$ cat config.mk
export PLATFORM = sky130hd
export DESIGN_NAME = i2csas_top
export DESIGN_NICKNAME = d
export VERILOG_FILES = /design/src/rtl/i2csas_strap_decode.v /design/src/rtl/i2csas_top.v
export VERILOG_INCLUDE_DIRS = /design/src /design/src/rtl
export SDC_FILE = /design/constraint.sdc
export NUM_CORES = 1
export LEC_CHECK = 0
export BUFFER_PORTS_ARGS = -buffer_cell sky130_fd_sc_hd__buf_2
export CAP_MARGIN = 5
export CORE_ASPECT_RATIO = 1.1
export CORE_MARGIN = 2
export CORE_UTILIZATION = 25
export CTS_BUF_LIST = sky130_fd_sc_hd__clkbuf_16
export DETAILED_ROUTE_END_ITERATION = 12
export HOLD_SLACK_MARGIN = 0.05
export PLACE_DENSITY = 0.45
export SYNTH_ARGS = -nofsm -noshare
export SYNTH_HDL_FRONTEND = slang
export SYNTH_SLANG_ARGS = --single-unit
$ cat constraint.sdc
create_clock -name sys_clk -period 5.5 [get_ports sys_clk]
set_input_delay 1.1 -clock sys_clk [delete_from_list [all_inputs] [get_ports sys_clk]]
set_output_delay 1.1 -clock sys_clk [all_outputs]
set_load 0.005 [all_outputs]
$ cat src/rtl/i2csas_defines.vh
// Constants for the two-wire slave with strapped address select
`ifndef I2CSAS_DEFINES_VH
`define I2CSAS_DEFINES_VH
// ****************************************
// Addresses
// ****************************************
`define I2CSAS_BASE_ADDR 7'h50
`define I2CSAS_BCAST_ADDR 7'h58
// ****************************************
// Strap thresholds in kilohms, between neighbouring nominals
// ****************************************
`define I2CSAS_THR0 8'h12
`define I2CSAS_THR1 8'h24
`define I2CSAS_THR2 8'h36
`define I2CSAS_THR3 8'h48
`define I2CSAS_THR4 8'h5A
`define I2CSAS_THR5 8'h6B
`define I2CSAS_THR6 8'h7D
`define I2CSAS_WARN_BAND 8'h04
// ****************************************
// Timing
// ****************************************
`define I2CSAS_CLK_MHZ 125
`define I2CSAS_TLOW_MIN_US 650
`define I2CSAS_TLOW_MIN_CYC (`I2CSAS_TLOW_MIN_US * `I2CSAS_CLK_MHZ)
`endif

$ cat src/rtl/i2csas_strap_decode.v
// Strap value to address index decode with near-threshold warning
`timescale 1ns/1ps
`default_nettype none
`include "i2csas_defines.vh"
module i2csas_strap_decode
(
    // Clock and reset
    input wire sys_clk,
    input wire rst_n,
    // Measured strap
    input wire [7:0] strapKohm,
    input wire strapValid,
    // Result
    output reg [2:0] addrIdx_q,
    output reg warn_q,
    output reg done_q
);
    // ****************************************
    // Helpers
    // ****************************************
    // Distance of the strap to one threshold is under the warning band
    function near;
        input [7:0] v;
        input [7:0] t;
        begin
            near = (v >= t) ? ((v - t) < `I2CSAS_WARN_BAND) : ((t - v) < `I2CSAS_WARN_BAND);
        end
    endfunction

    // Counts one per threshold at or below the strap
    function [2:0] idx;
        input [7:0] v;
        begin
            idx = {2'h0, v >= `I2CSAS_THR0} + {2'h0, v >= `I2CSAS_THR1} + {2'h0, v >= `I2CSAS_THR2}
                + {2'h0, v >= `I2CSAS_THR3} + {2'h0, v >= `I2CSAS_THR4} + {2'h0, v >= `I2CSAS_THR5}
                + {2'h0, v >= `I2CSAS_THR6};
        end
    endfunction

    // ****************************************
    // One-shot capture
    // ****************************************
    // Captured once, later strap readings are ignored so the address never moves
    always @(posedge sys_clk or negedge rst_n)
    begin
        if (!rst_n)
        begin
            addrIdx_q <= 3'h0;
            warn_q <= 1'b0;
            done_q <= 1'b0;
        end
        else if (strapValid && !done_q)
        begin
            addrIdx_q <= idx(strapKohm); // [RL2] [RL3] [RL4]
            warn_q <= near(strapKohm, `I2CSAS_THR0) | near(strapKohm, `I2CSAS_THR1)
                | near(strapKohm, `I2CSAS_THR2) | near(strapKohm, `I2CSAS_THR3)
                | near(strapKohm, `I2CSAS_THR4) | near(strapKohm, `I2CSAS_THR5)
                | near(strapKohm, `I2CSAS_THR6); // [RL5]
            done_q <= 1'b1; // [RL12]
        end
    end
endmodule // i2csas_strap_decode
`default_nettype wire

$ cat src/rtl/i2csas_top.v
// Two-wire serial slave with strapped address select and broadcast write
`timescale 1ns/1ps
`default_nettype none
`include "i2csas_defines.vh"
// Behaviour
// [RL1] Slave only; master starts and clocks everything
// [RL2] Address from strap: one of 0x50..0x57
// [RL3] Ground 0x50, supply 0x57, ascending between
// [RL4] Plus or minus 2 kilohms keeps address
// [RL5] Near-threshold strap raises address warning flag
// [RL6] Broadcast address 0x58 also accepted
// [RL7] Broadcast serves writes only, never drive reads
// [RL8] Data low too long resets interface
// [RL9] Address, direction bit, ninth-clock acknowledge
// [RL10] First write byte is pointer, data follows
// [RL11] Master ends read with no-ack, stop
// [RL12] Resolve address once, silent until resolved
module i2csas_top
#(
    parameter TIMEOUT_CYC = `I2CSAS_TLOW_MIN_CYC
)
(
    // Clock and reset
    input wire sys_clk,
    input wire arst_n,
    // Bus pins
    input wire sclIn,
    input wire sdaIn,
    output reg sdaOut_q,
    output reg sdaOe_n_q,
    // Strap measurement
    input wire [7:0] strapKohm,
    input wire strapValid,
    // Register side
    output reg wrValid_q,
    output reg [7:0] wrPtr_q,
    output reg [7:0] wrData_q,
    output reg [7:0] rdPtr_q,
    input wire [7:0] rdData,
    output reg rdTake_q,
    // Status
    output reg addrWarn_q,
    output reg addrReady_q,
    output reg [6:0] slaveAddr_q
);
    // ****************************************
    // States
    // ****************************************
    localparam [6:0] ST_IDLE = 7'h01;
    localparam [6:0] ST_ADDR = 7'h02;
    localparam [6:0] ST_ACKA = 7'h04;
    localparam [6:0] ST_WR = 7'h08;
    localparam [6:0] ST_ACKW = 7'h10;
    localparam [6:0] ST_RD = 7'h20;
    localparam [6:0] ST_ACKR = 7'h40;

    reg rstMeta;
    reg rst_n_q;
    reg sclMeta;
    reg sclSync;
    reg sclOld;
    reg sdaMeta;
    reg sdaSync;
    reg sdaOld;
    reg [6:0] state_q;
    reg [3:0] bitCnt_q;
    reg [7:0] shift_q;
    reg isRead_q;
    reg havePtr_q;
    reg [7:0] ptr_q;
    reg [17:0] lowCnt_q;
    wire [2:0] addrIdx;
    wire warn;
    wire done;
    wire sclRise = sclSync & ~sclOld;
    wire sclFall = ~sclSync & sclOld;
    wire startCond = sclSync & sclOld & sdaOld & ~sdaSync;
    wire stopCond = sclSync & sclOld & ~sdaOld & sdaSync;
    wire timeout = (lowCnt_q == TIMEOUT_CYC[17:0]);
    wire byteDone = (bitCnt_q == 4'h8);
    wire ownHit = addrReady_q && (shift_q[7:1] == slaveAddr_q); // [RL12]
    wire bcastHit = addrReady_q && (shift_q[7:1] == `I2CSAS_BCAST_ADDR) && !shift_q[0]; // [RL6] [RL7]

    // ****************************************
    // Reset release
    // ****************************************
    always @(posedge sys_clk or negedge arst_n)
    begin
        if (!arst_n)
        begin
            rstMeta <= 1'b0;
            rst_n_q <= 1'b0;
        end
        else
        begin
            rstMeta <= 1'b1;
            rst_n_q <= rstMeta;
        end
    end

    // ****************************************
    // Pin synchronisers and edge history
    // ****************************************
    // Idle bus is high, so history resets high to avoid a false start
    always @(posedge sys_clk or negedge rst_n_q)
    begin
        if (!rst_n_q)
        begin
            sclMeta <= 1'b1;
            sclSync <= 1'b1;
            sclOld <= 1'b1;
            sdaMeta <= 1'b1;
            sdaSync <= 1'b1;
            sdaOld <= 1'b1;
        end
        else
        begin
            sclMeta <= sclIn;
            sclSync <= sclMeta;
            sclOld <= sclSync;
            sdaMeta <= sdaIn;
            sdaSync <= sdaMeta;
            sdaOld <= sdaSync;
        end
    end

    // ****************************************
    // Strap decode
    // ****************************************
    i2csas_strap_decode u_strap
    (
        .sys_clk(sys_clk),
        .rst_n(rst_n_q),
        .strapKohm(strapKohm),
        .strapValid(strapValid),
        .addrIdx_q(addrIdx),
        .warn_q(warn),
        .done_q(done)
    );

    // Held after the one-shot capture; status flag mirrors the warning
    always @(posedge sys_clk or negedge rst_n_q)
    begin
        if (!rst_n_q)
        begin
            slaveAddr_q <= `I2CSAS_BASE_ADDR;
            addrWarn_q <= 1'b0;
            addrReady_q <= 1'b0;
        end
        else
        begin
            slaveAddr_q <= `I2CSAS_BASE_ADDR + {4'h0, addrIdx}; // [RL2]
            addrWarn_q <= warn; // [RL5]
            addrReady_q <= done; // [RL12]
        end
    end

    // ****************************************
    // Stuck data line watchdog
    // ****************************************
    // Least time rounded up; stays well under the longest allowed time
    always @(posedge sys_clk or negedge rst_n_q)
    begin
        if (!rst_n_q)
            lowCnt_q <= 18'h00000;
        else if (sdaSync || timeout)
            lowCnt_q <= 18'h00000;
        else
            lowCnt_q <= lowCnt_q + 18'h00001; // [RL8]
    end

    // ****************************************
    // Protocol engine
    // ****************************************
    // Everything moves on bus edges or the data-low timeout only; this end never drives the clock
    always @(posedge sys_clk or negedge rst_n_q)
    begin
        if (!rst_n_q)
        begin
            state_q <= ST_IDLE;
            bitCnt_q <= 4'h0;
            shift_q <= 8'h00;
            isRead_q <= 1'b0;
            havePtr_q <= 1'b0;
            ptr_q <= 8'h00;
            sdaOut_q <= 1'b0;
            sdaOe_n_q <= 1'b1;
            wrValid_q <= 1'b0;
            wrPtr_q <= 8'h00;
            wrData_q <= 8'h00;
            rdPtr_q <= 8'h00;
            rdTake_q <= 1'b0;
        end
        else
        begin
            wrValid_q <= 1'b0;
            rdTake_q <= 1'b0;
            sdaOut_q <= 1'b0;
            rdPtr_q <= ptr_q;
            if (timeout || stopCond)
            begin
                state_q <= ST_IDLE; // [RL8] [RL11]
                sdaOe_n_q <= 1'b1;
            end
            else if (startCond)
            begin
                state_q <= ST_ADDR; // [RL1] [RL9]
                bitCnt_q <= 4'h0;
                havePtr_q <= 1'b0;
                sdaOe_n_q <= 1'b1;
            end
            else
            begin
                case (state_q)
                    ST_IDLE:
                        sdaOe_n_q <= 1'b1;
                    ST_ADDR, ST_WR:
                    begin
                        if (sclRise && !byteDone)
                        begin
                            shift_q <= {shift_q[6:0], sdaSync}; // [RL9]
                            bitCnt_q <= bitCnt_q + 4'h1;
                        end
                        else if (sclFall && byteDone)
                        begin
                            bitCnt_q <= 4'h0;
                            if (state_q == ST_ADDR && (ownHit || bcastHit))
                            begin
                                isRead_q <= shift_q[0];
                                sdaOe_n_q <= 1'b0; // [RL9]
                                state_q <= ST_ACKA;
                            end
                            else if (state_q == ST_ADDR)
                                state_q <= ST_IDLE;
                            else
                            begin
                                if (!havePtr_q)
                                begin
                                    ptr_q <= shift_q; // [RL10]
                                    havePtr_q <= 1'b1;
                                end
                                else
                                begin
                                    wrValid_q <= 1'b1; // [RL10]
                                    wrPtr_q <= ptr_q;
                                    wrData_q <= shift_q;
                                    ptr_q <= ptr_q + 8'h01;
                                end
                                sdaOe_n_q <= 1'b0;
                                state_q <= ST_ACKW;
                            end
                        end
                    end
                    ST_ACKA, ST_ACKW, ST_ACKR:
                    begin
                        // Master no-ack ends a read; one shared load serves address ack and master ack
                        if (sclRise && state_q == ST_ACKR)
                            isRead_q <= ~sdaSync; // [RL11]
                        else if (sclFall)
                        begin
                            if (state_q != ST_ACKW && isRead_q)
                            begin
                                shift_q <= {rdData[6:0], 1'b0};
                                rdTake_q <= 1'b1;
                                sdaOe_n_q <= rdData[7];
                                bitCnt_q <= 4'h1;
                                ptr_q <= ptr_q + 8'h01;
                                state_q <= ST_RD;
                            end
                            else if (state_q == ST_ACKR)
                                state_q <= ST_IDLE;
                            else
                            begin
                                sdaOe_n_q <= 1'b1;
                                state_q <= ST_WR;
                            end
                        end
                    end
                    ST_RD:
                    begin
                        if (sclFall && byteDone)
                        begin
                            sdaOe_n_q <= 1'b1;
                            state_q <= ST_ACKR;
                        end
                        else if (sclFall)
                        begin
                            sdaOe_n_q <= shift_q[7];
                            shift_q <= {shift_q[6:0], 1'b0};
                            bitCnt_q <= bitCnt_q + 4'h1;
                        end
                    end
                    default:
                        state_q <= ST_IDLE;
                endcase
            end
        end
    end
endmodule // i2csas_top
`default_nettype wire

Word-level counts from Yosys, hierarchy flattened
Cells that the tools add are included.
- bits in registers: 96
- latch bits: 0
- bits in writable memories: 0
- ROM bits: 0
- input bits: 21
- output and inout port bits: 37
- memories kept: 0
- $add $sub $neg: 24
- $mul: 0
- div/mod/pow operators: 0
- order comparisons: 21
- equal/unequal tests: 42
- shift operators: 0
- multiplexer cells: 83
- bitwise gates (word level): 22
- reduce and logical (&&, ||, !) cells: 31
- operators with widths (kind ; count):
    $lt A8 B3 Y1 const B ; 14
    $mux W8 ; 14
    $mux W7 ; 7
    $mux W1 ; 43
    $mux W4 ; 9
    $ge A8 B7 Y1 const B ; 4
    $sub A7 B8 Y8 const A ; 4
    $sub A8 B7 Y8 const B ; 4
    $ne A2 B2 Y1 const B ; 15
    $pmux W7 S4 ; 1
    $ne A4 B4 Y1 const B ; 6
    $pmux W8 S3 ; 1
    $reduce_and A8 Y1 ; 3
    $add A18 B1 Y18 const B ; 1
    $eq A18 B17 Y1 const B ; 1
    $mux W18 ; 1
    $ne A3 B3 Y1 const B ; 6
    $ge A8 B6 Y1 const B ; 2
    $pmux W8 S2 ; 1
    $sub A6 B8 Y8 const A ; 2
    $sub A8 B6 Y8 const B ; 2
    $add A3 B1 Y3 ; 5
    $ne A5 B5 Y1 const B ; 3
    $eq A7 B7 Y1 const B ; 2
    other kinds (37) ; 72

Logic depth before layout (Yosys ltp)
- depth in word-level cells: 11
- gate-level depth with buffers: 13
- mapped depth without buffers: 13

Hierarchy
A second synthesis with hierarchy kept.
- cell total of the unflattened synthesis: 615
- area total of the unflattened synthesis: 5911.9 µm²
- by module, submodules not included (module ; instances ; cells an instance ; area each (µm²)):
    i2csas_top ; 1 ; 380 ; 4200.3
    i2csas_strap_decode ; 1 ; 235 ; 1711.6

Worst setup path after synthesis
No wires, ideal clock.
- path type: input to register
- start point: in strapKohm[2]
- end point: reg u_strap.addrIdx_q[2]
- setup time: 0.083 ns
- data arrival time: 4.160 ns
- data required time: 5.417 ns
- setup slack: 1.258 ns
- cell stages on the path: 13
- path buffers: 0
- path through: clkinv_1 -> ha_1 -> nor2b_1 -> a211o_1 -> a21o_1 -> fa_1 -> inv_1 -> fa_1 -> inv_1 -> ha_1 -> fa_1 -> xnor2_1 -> o21ai_0
- longest elaborated chain between the ends: 7
- ends and longest elaborated chain (item ; RTL line ; RTL):
    from (decl) ; i2csas_top.v:32 ; input wire [7:0] strapKohm,
    $ge A8 B5 Y1 (no line) / $ge A8 B6 Y1 (equally long branches) ; n/a ;
    $add A1 B1 Y2 ; i2csas_strap_decode.v:34 ; idx = {2'h0, v >= `I2CSAS_THR0} + {2'h0, v >= `I2CSAS_THR1} + {2'h0, v >= `I2CSAS_THR2}
    $add A3 B1 Y3 (4 in a row) ; i2csas_strap_decode.v:34 ;
    $add A3 B1 Y3 (*) ; i2csas_strap_decode.v:34 ;
    to (signal assigned) ; i2csas_strap_decode.v:54 ; addrIdx_q <= idx(strapKohm);
    to (decl) ; i2csas_strap_decode.v:14 ; output reg [2:0] addrIdx_q,
Every way passes the cells marked *; elsewhere a longest branch is shown, timed or not.
A chain may end at the register's enable or synchronous reset.

Final worst setup path
Ends and elaborated chain as after synthesis.

==> results by group <==
Logic synthesis
  • Post-synth EDFFs: 0
  • Async S/R FF share, synth: 1.00
  • Yosys top cell by area: dfrtp_1
  • Yosys reg bits: 92
  • Synth top area share: 0.362
  • Largest cells by area after synthesis: dfrtp_1 (36%), mux2_2 (5.6%), ha_1 (4.3%)
  • Synth warn: 0
  • Synthesized area per cell: 9.42 um2
  • Cell area after synthesis: 0.00581 mm2
  • Primary FF master, synth: dfrtp_1
  • Synthesized instance count: 617
  • Seq/Total Area, Yosys: 0.398
  • Synth unique cells: 75

Floorplanning
  • Cell Rows: 58
  • IO Count: 58
  • Die Width: 149 um
  • Die height: 164 um
  • Initial core utilization: 0.254
  • Core footprint: 0.0229 mm2
  • Die area: 0.0245 mm2

Clock network
  • Clk buf depth: 2
  • Clock transition at the registers of the reported paths: 0.07 ns
  • H-tree levels: 3
  • Hold_buf cts: 0
  • Clk sink count: 92
  • Clock Tree Root: clkbuf_16
  • Post-CTS sizing: 0
  • CTS tree: done
  • Post-CTS setup buffer count: 0
  • Worst-Skew Late Latency: 0.35 ns
  • Num CTS Buffers: 9

Pwr
  • Combinational power share: 0.121
  • Reg power frac: 0.479
  • Switching power share of the total: 0.283
  • P per Cell Area: 230 mW/mm2
  • Clock power share: 0.400
  • Leak pwr: 2.87 nW
  • Max IR drop VDD: 0.000133 V
  • Cell Int Power: 0.00109 W
  • Switching power: 0.000431 W

Run status
  • Outcome: completed

Setup path
  • Startpoint Class: input port
  • Top delay family on crit path: adder cells
  • Crit. End Element: register
  • Slowest-stage cell, CP: fa_1
  • Worst Path Max Fanout: 10
  • Critical path buffers and inverters: 4
  • Critical path required time: 5.76 ns
  • Worst stage delay on the critical path: 0.54 ns
  • WP data arrival: 4.54 ns
  • Critical path, cell by cell: buf_2 -> clkinv_1 -> ha_1 -> nor2b_1 -> a211o_1 -> a21o_1 -> fa_1 -> inv_1 -> fa_1 -> inv_1 -> ha_1 -> fa_1 -> xnor2_1 -> o21ai_0
  • Setup Crit Path Kind: in2reg
  • CP dominant cell by count: fa_1

Placed design
  • Dpl cells: 945
  • Port Buffer Count: 52
  • Post-DP HPWL: 10,900 um
  • RD Place Congestion: 0.850

Cells and area
  • Filler cells: 2,450
  • Ant. Diodes: 0
  • Share of cells above drive strength 1: 0.197
  • Cell Count, Final, Fillers Out: 961
  • Area grow syn2layout: 13.8%
  • Nets: 700

Run
  • Max_cap viols: 0

Global routing
  • Total GRT Usage: 0.125
  • GRT overflow: 0
  • Initial antenna violation count: 0
  • First-pass GRT wire length: 24,400 um
  • Number of global-route vias before repair: 4,461
  • Largest net degree at the start of global routing: 52

Route
  • Detailed-route via count: 4,642
  • Vias per inst: 4.83
  • Pre-antenna DRT Iters: 4
  • Drt first-iter violations: 187
  • Routed WL per cell: 15.5 um
  • Final wirelength: 14,900 um
  • Final ANT Viol Nets: 0
  • Remaining routing DRC violations: 0

Hold path
  • Worst hold path type: reg2async

Timing
  • Clock skew: 0.0115 ns
  • Max-slew violations: 0
  • Final setup fails: 0
  • Setup TNS: 0 ns
  • Tcrit/Tclk final: 0.778
  • Fin Hold WS: 0.311 ns
  • Worst-Margin Slew: 0.889 ns
  • FMAX: 0.234 GHz
  • Slew HR: 0.407
  • Tmin final: 4.28 ns
  • Final hold vios: 0
  • Unrepaired setup endpoints after global routing: false
## power groups by stage
stage | logic (W) | clock network (W) | registers [W]
after detailed placement | 0.000184 | 0 | 0.000743
final | 0.000184 | 0.000609 | 0.000729
after global placement | 0.000187 | 0 | 0.000743
after floorplan | 0.000122 | 0 | 0.000739
after CTS | 0.000185 | 0.000633 | 0.000730
after global routing | 0.000207 | 0.000663 | 0.000734
## final timing paths
path | from | to | slack (ns) | cells after the start
max in group asynchronous | rst_n_q | bitCnt_q[0] | 4.12 | 1
worst max register to register | lowCnt_q[0] | wrData_q[0] | 2.56 | 8
worst min-delay path | rst_n_q | lowCnt_q[7] | 0.31 | 0
worst max-delay path | strapKohm[2] | u_strap.addrIdx_q[2] | 1.22 | 14
worst min register to register | rst_n_q | lowCnt_q[7] | 0.31 | 0
min in group sys_clk | rstMeta | rst_n_q | 0.36 | 0
## cells by family after synthesis
logic type / after synthesis / share of synthesized area
compound gates: 137 / 0.158
flops: 92 / 0.398
fa+ha+maj: 23 / 0.0534
simple gates: 232 / 0.220
other cells: 2 / 0.00129
mux: 42 / 0.0790
xor+xnor: 27 / 0.0407
buf+inv: 62 / 0.0495
## cells in the final DEF, fill, tap and decap left out, drive strengths merged, types with 6 or more instances in the layout
cell and count:
a21o 8, ha 20, clkbuf 9, nor2 52
xnor2 11, mux2i 11, buf 57, dfrtp 84
nor4b 7, nand2b 19, and3 7, mux2 31
nor2b 12, o21ai 34, inv 30, conb 6
nor3 12, o22ai 6, dfstp 8, nor4 7
a21oi 37, nand2 45, nand3 24, nand4b 6
nand4 8, xor2 16
## sequential cells by signal (all words and copies together), names as in the netlist, 4 cells and up
register  count
wrPtr_q       8
state_q       7
bitCnt_q      4
ptr_q         8
lowCnt_q     18
rdPtr_q       8
shift_q       8
wrData_q      8
## synthesized netlist by cell type, types with 8 or more instances
| master | count |
|---|---|
| inv_1 | 27 |
| mux2i_1 | 11 |
| dfrtp_1 | 84 |
| dfstp_2 | 8 |
| clkbuf_1 | 17 |
| xor2_1 | 16 |
| nand3_1 | 24 |
| nand2_1 | 45 |
| nand4_1 | 8 |
| o21ai_0 | 33 |
| nand2b_1 | 19 |
| a21oi_1 | 37 |
| xnor2_1 | 11 |
| nor2b_1 | 12 |
| nor2_1 | 52 |
| mux2_2 | 29 |
| a21o_1 | 8 |
| ha_1 | 20 |
| nor3_1 | 11 |
## worst register-to-register path, delay by kind of cell, from the launching register on
kind                     cells  cell delay, ns
AND/OR/NAND/NOR              4            1.60
flip-flops                   1            0.41
multiplexers                 1            0.41
adder cells (fa/ha/maj)      1            0.19
AO/OA/AOI/OAI                1            0.15
buffers and inverters        1            0.06
## metrics by stage
stage	total power (W)	area [um2]	setup slack (ns)	utilization
2_1_floorplan	0.000861	5830	1.26	-
3_3_place_gp	0.000930	6320	0.919	0.277
3_5_place_dp	0.000927	6320	0.894	0.277
4_1_cts	0.00155	6620	1.25	0.289
5_1_grt	0.00160	6620	1.10	0.289
6_report	0.00152	6620	1.22	0.289
## metal layers
layer,up-vias,part of all wire,track usage
li1,2289,-,-
met1,2231,0.47,0.170
met2,104,0.47,0.203
met3,18,0.033,0.0194
met4,0,0.019,0.0377
met5,-,0,0
## final cells by class
type | count | area (um2) | area share
clock buffers | 9 | 225 | 0.0340
multi-input cells | 467 | 3230 | 0.488
flip-flops and latches | 92 | 2320 | 0.350
clock inverters | 7 | 66.3 | 0.0100
well taps | 300 | 375 | 0.0567
repair buffers | 57 | 298 | 0.0450
inverters | 29 | 109 | 0.0165
Power figures use the tool's default switching activity.
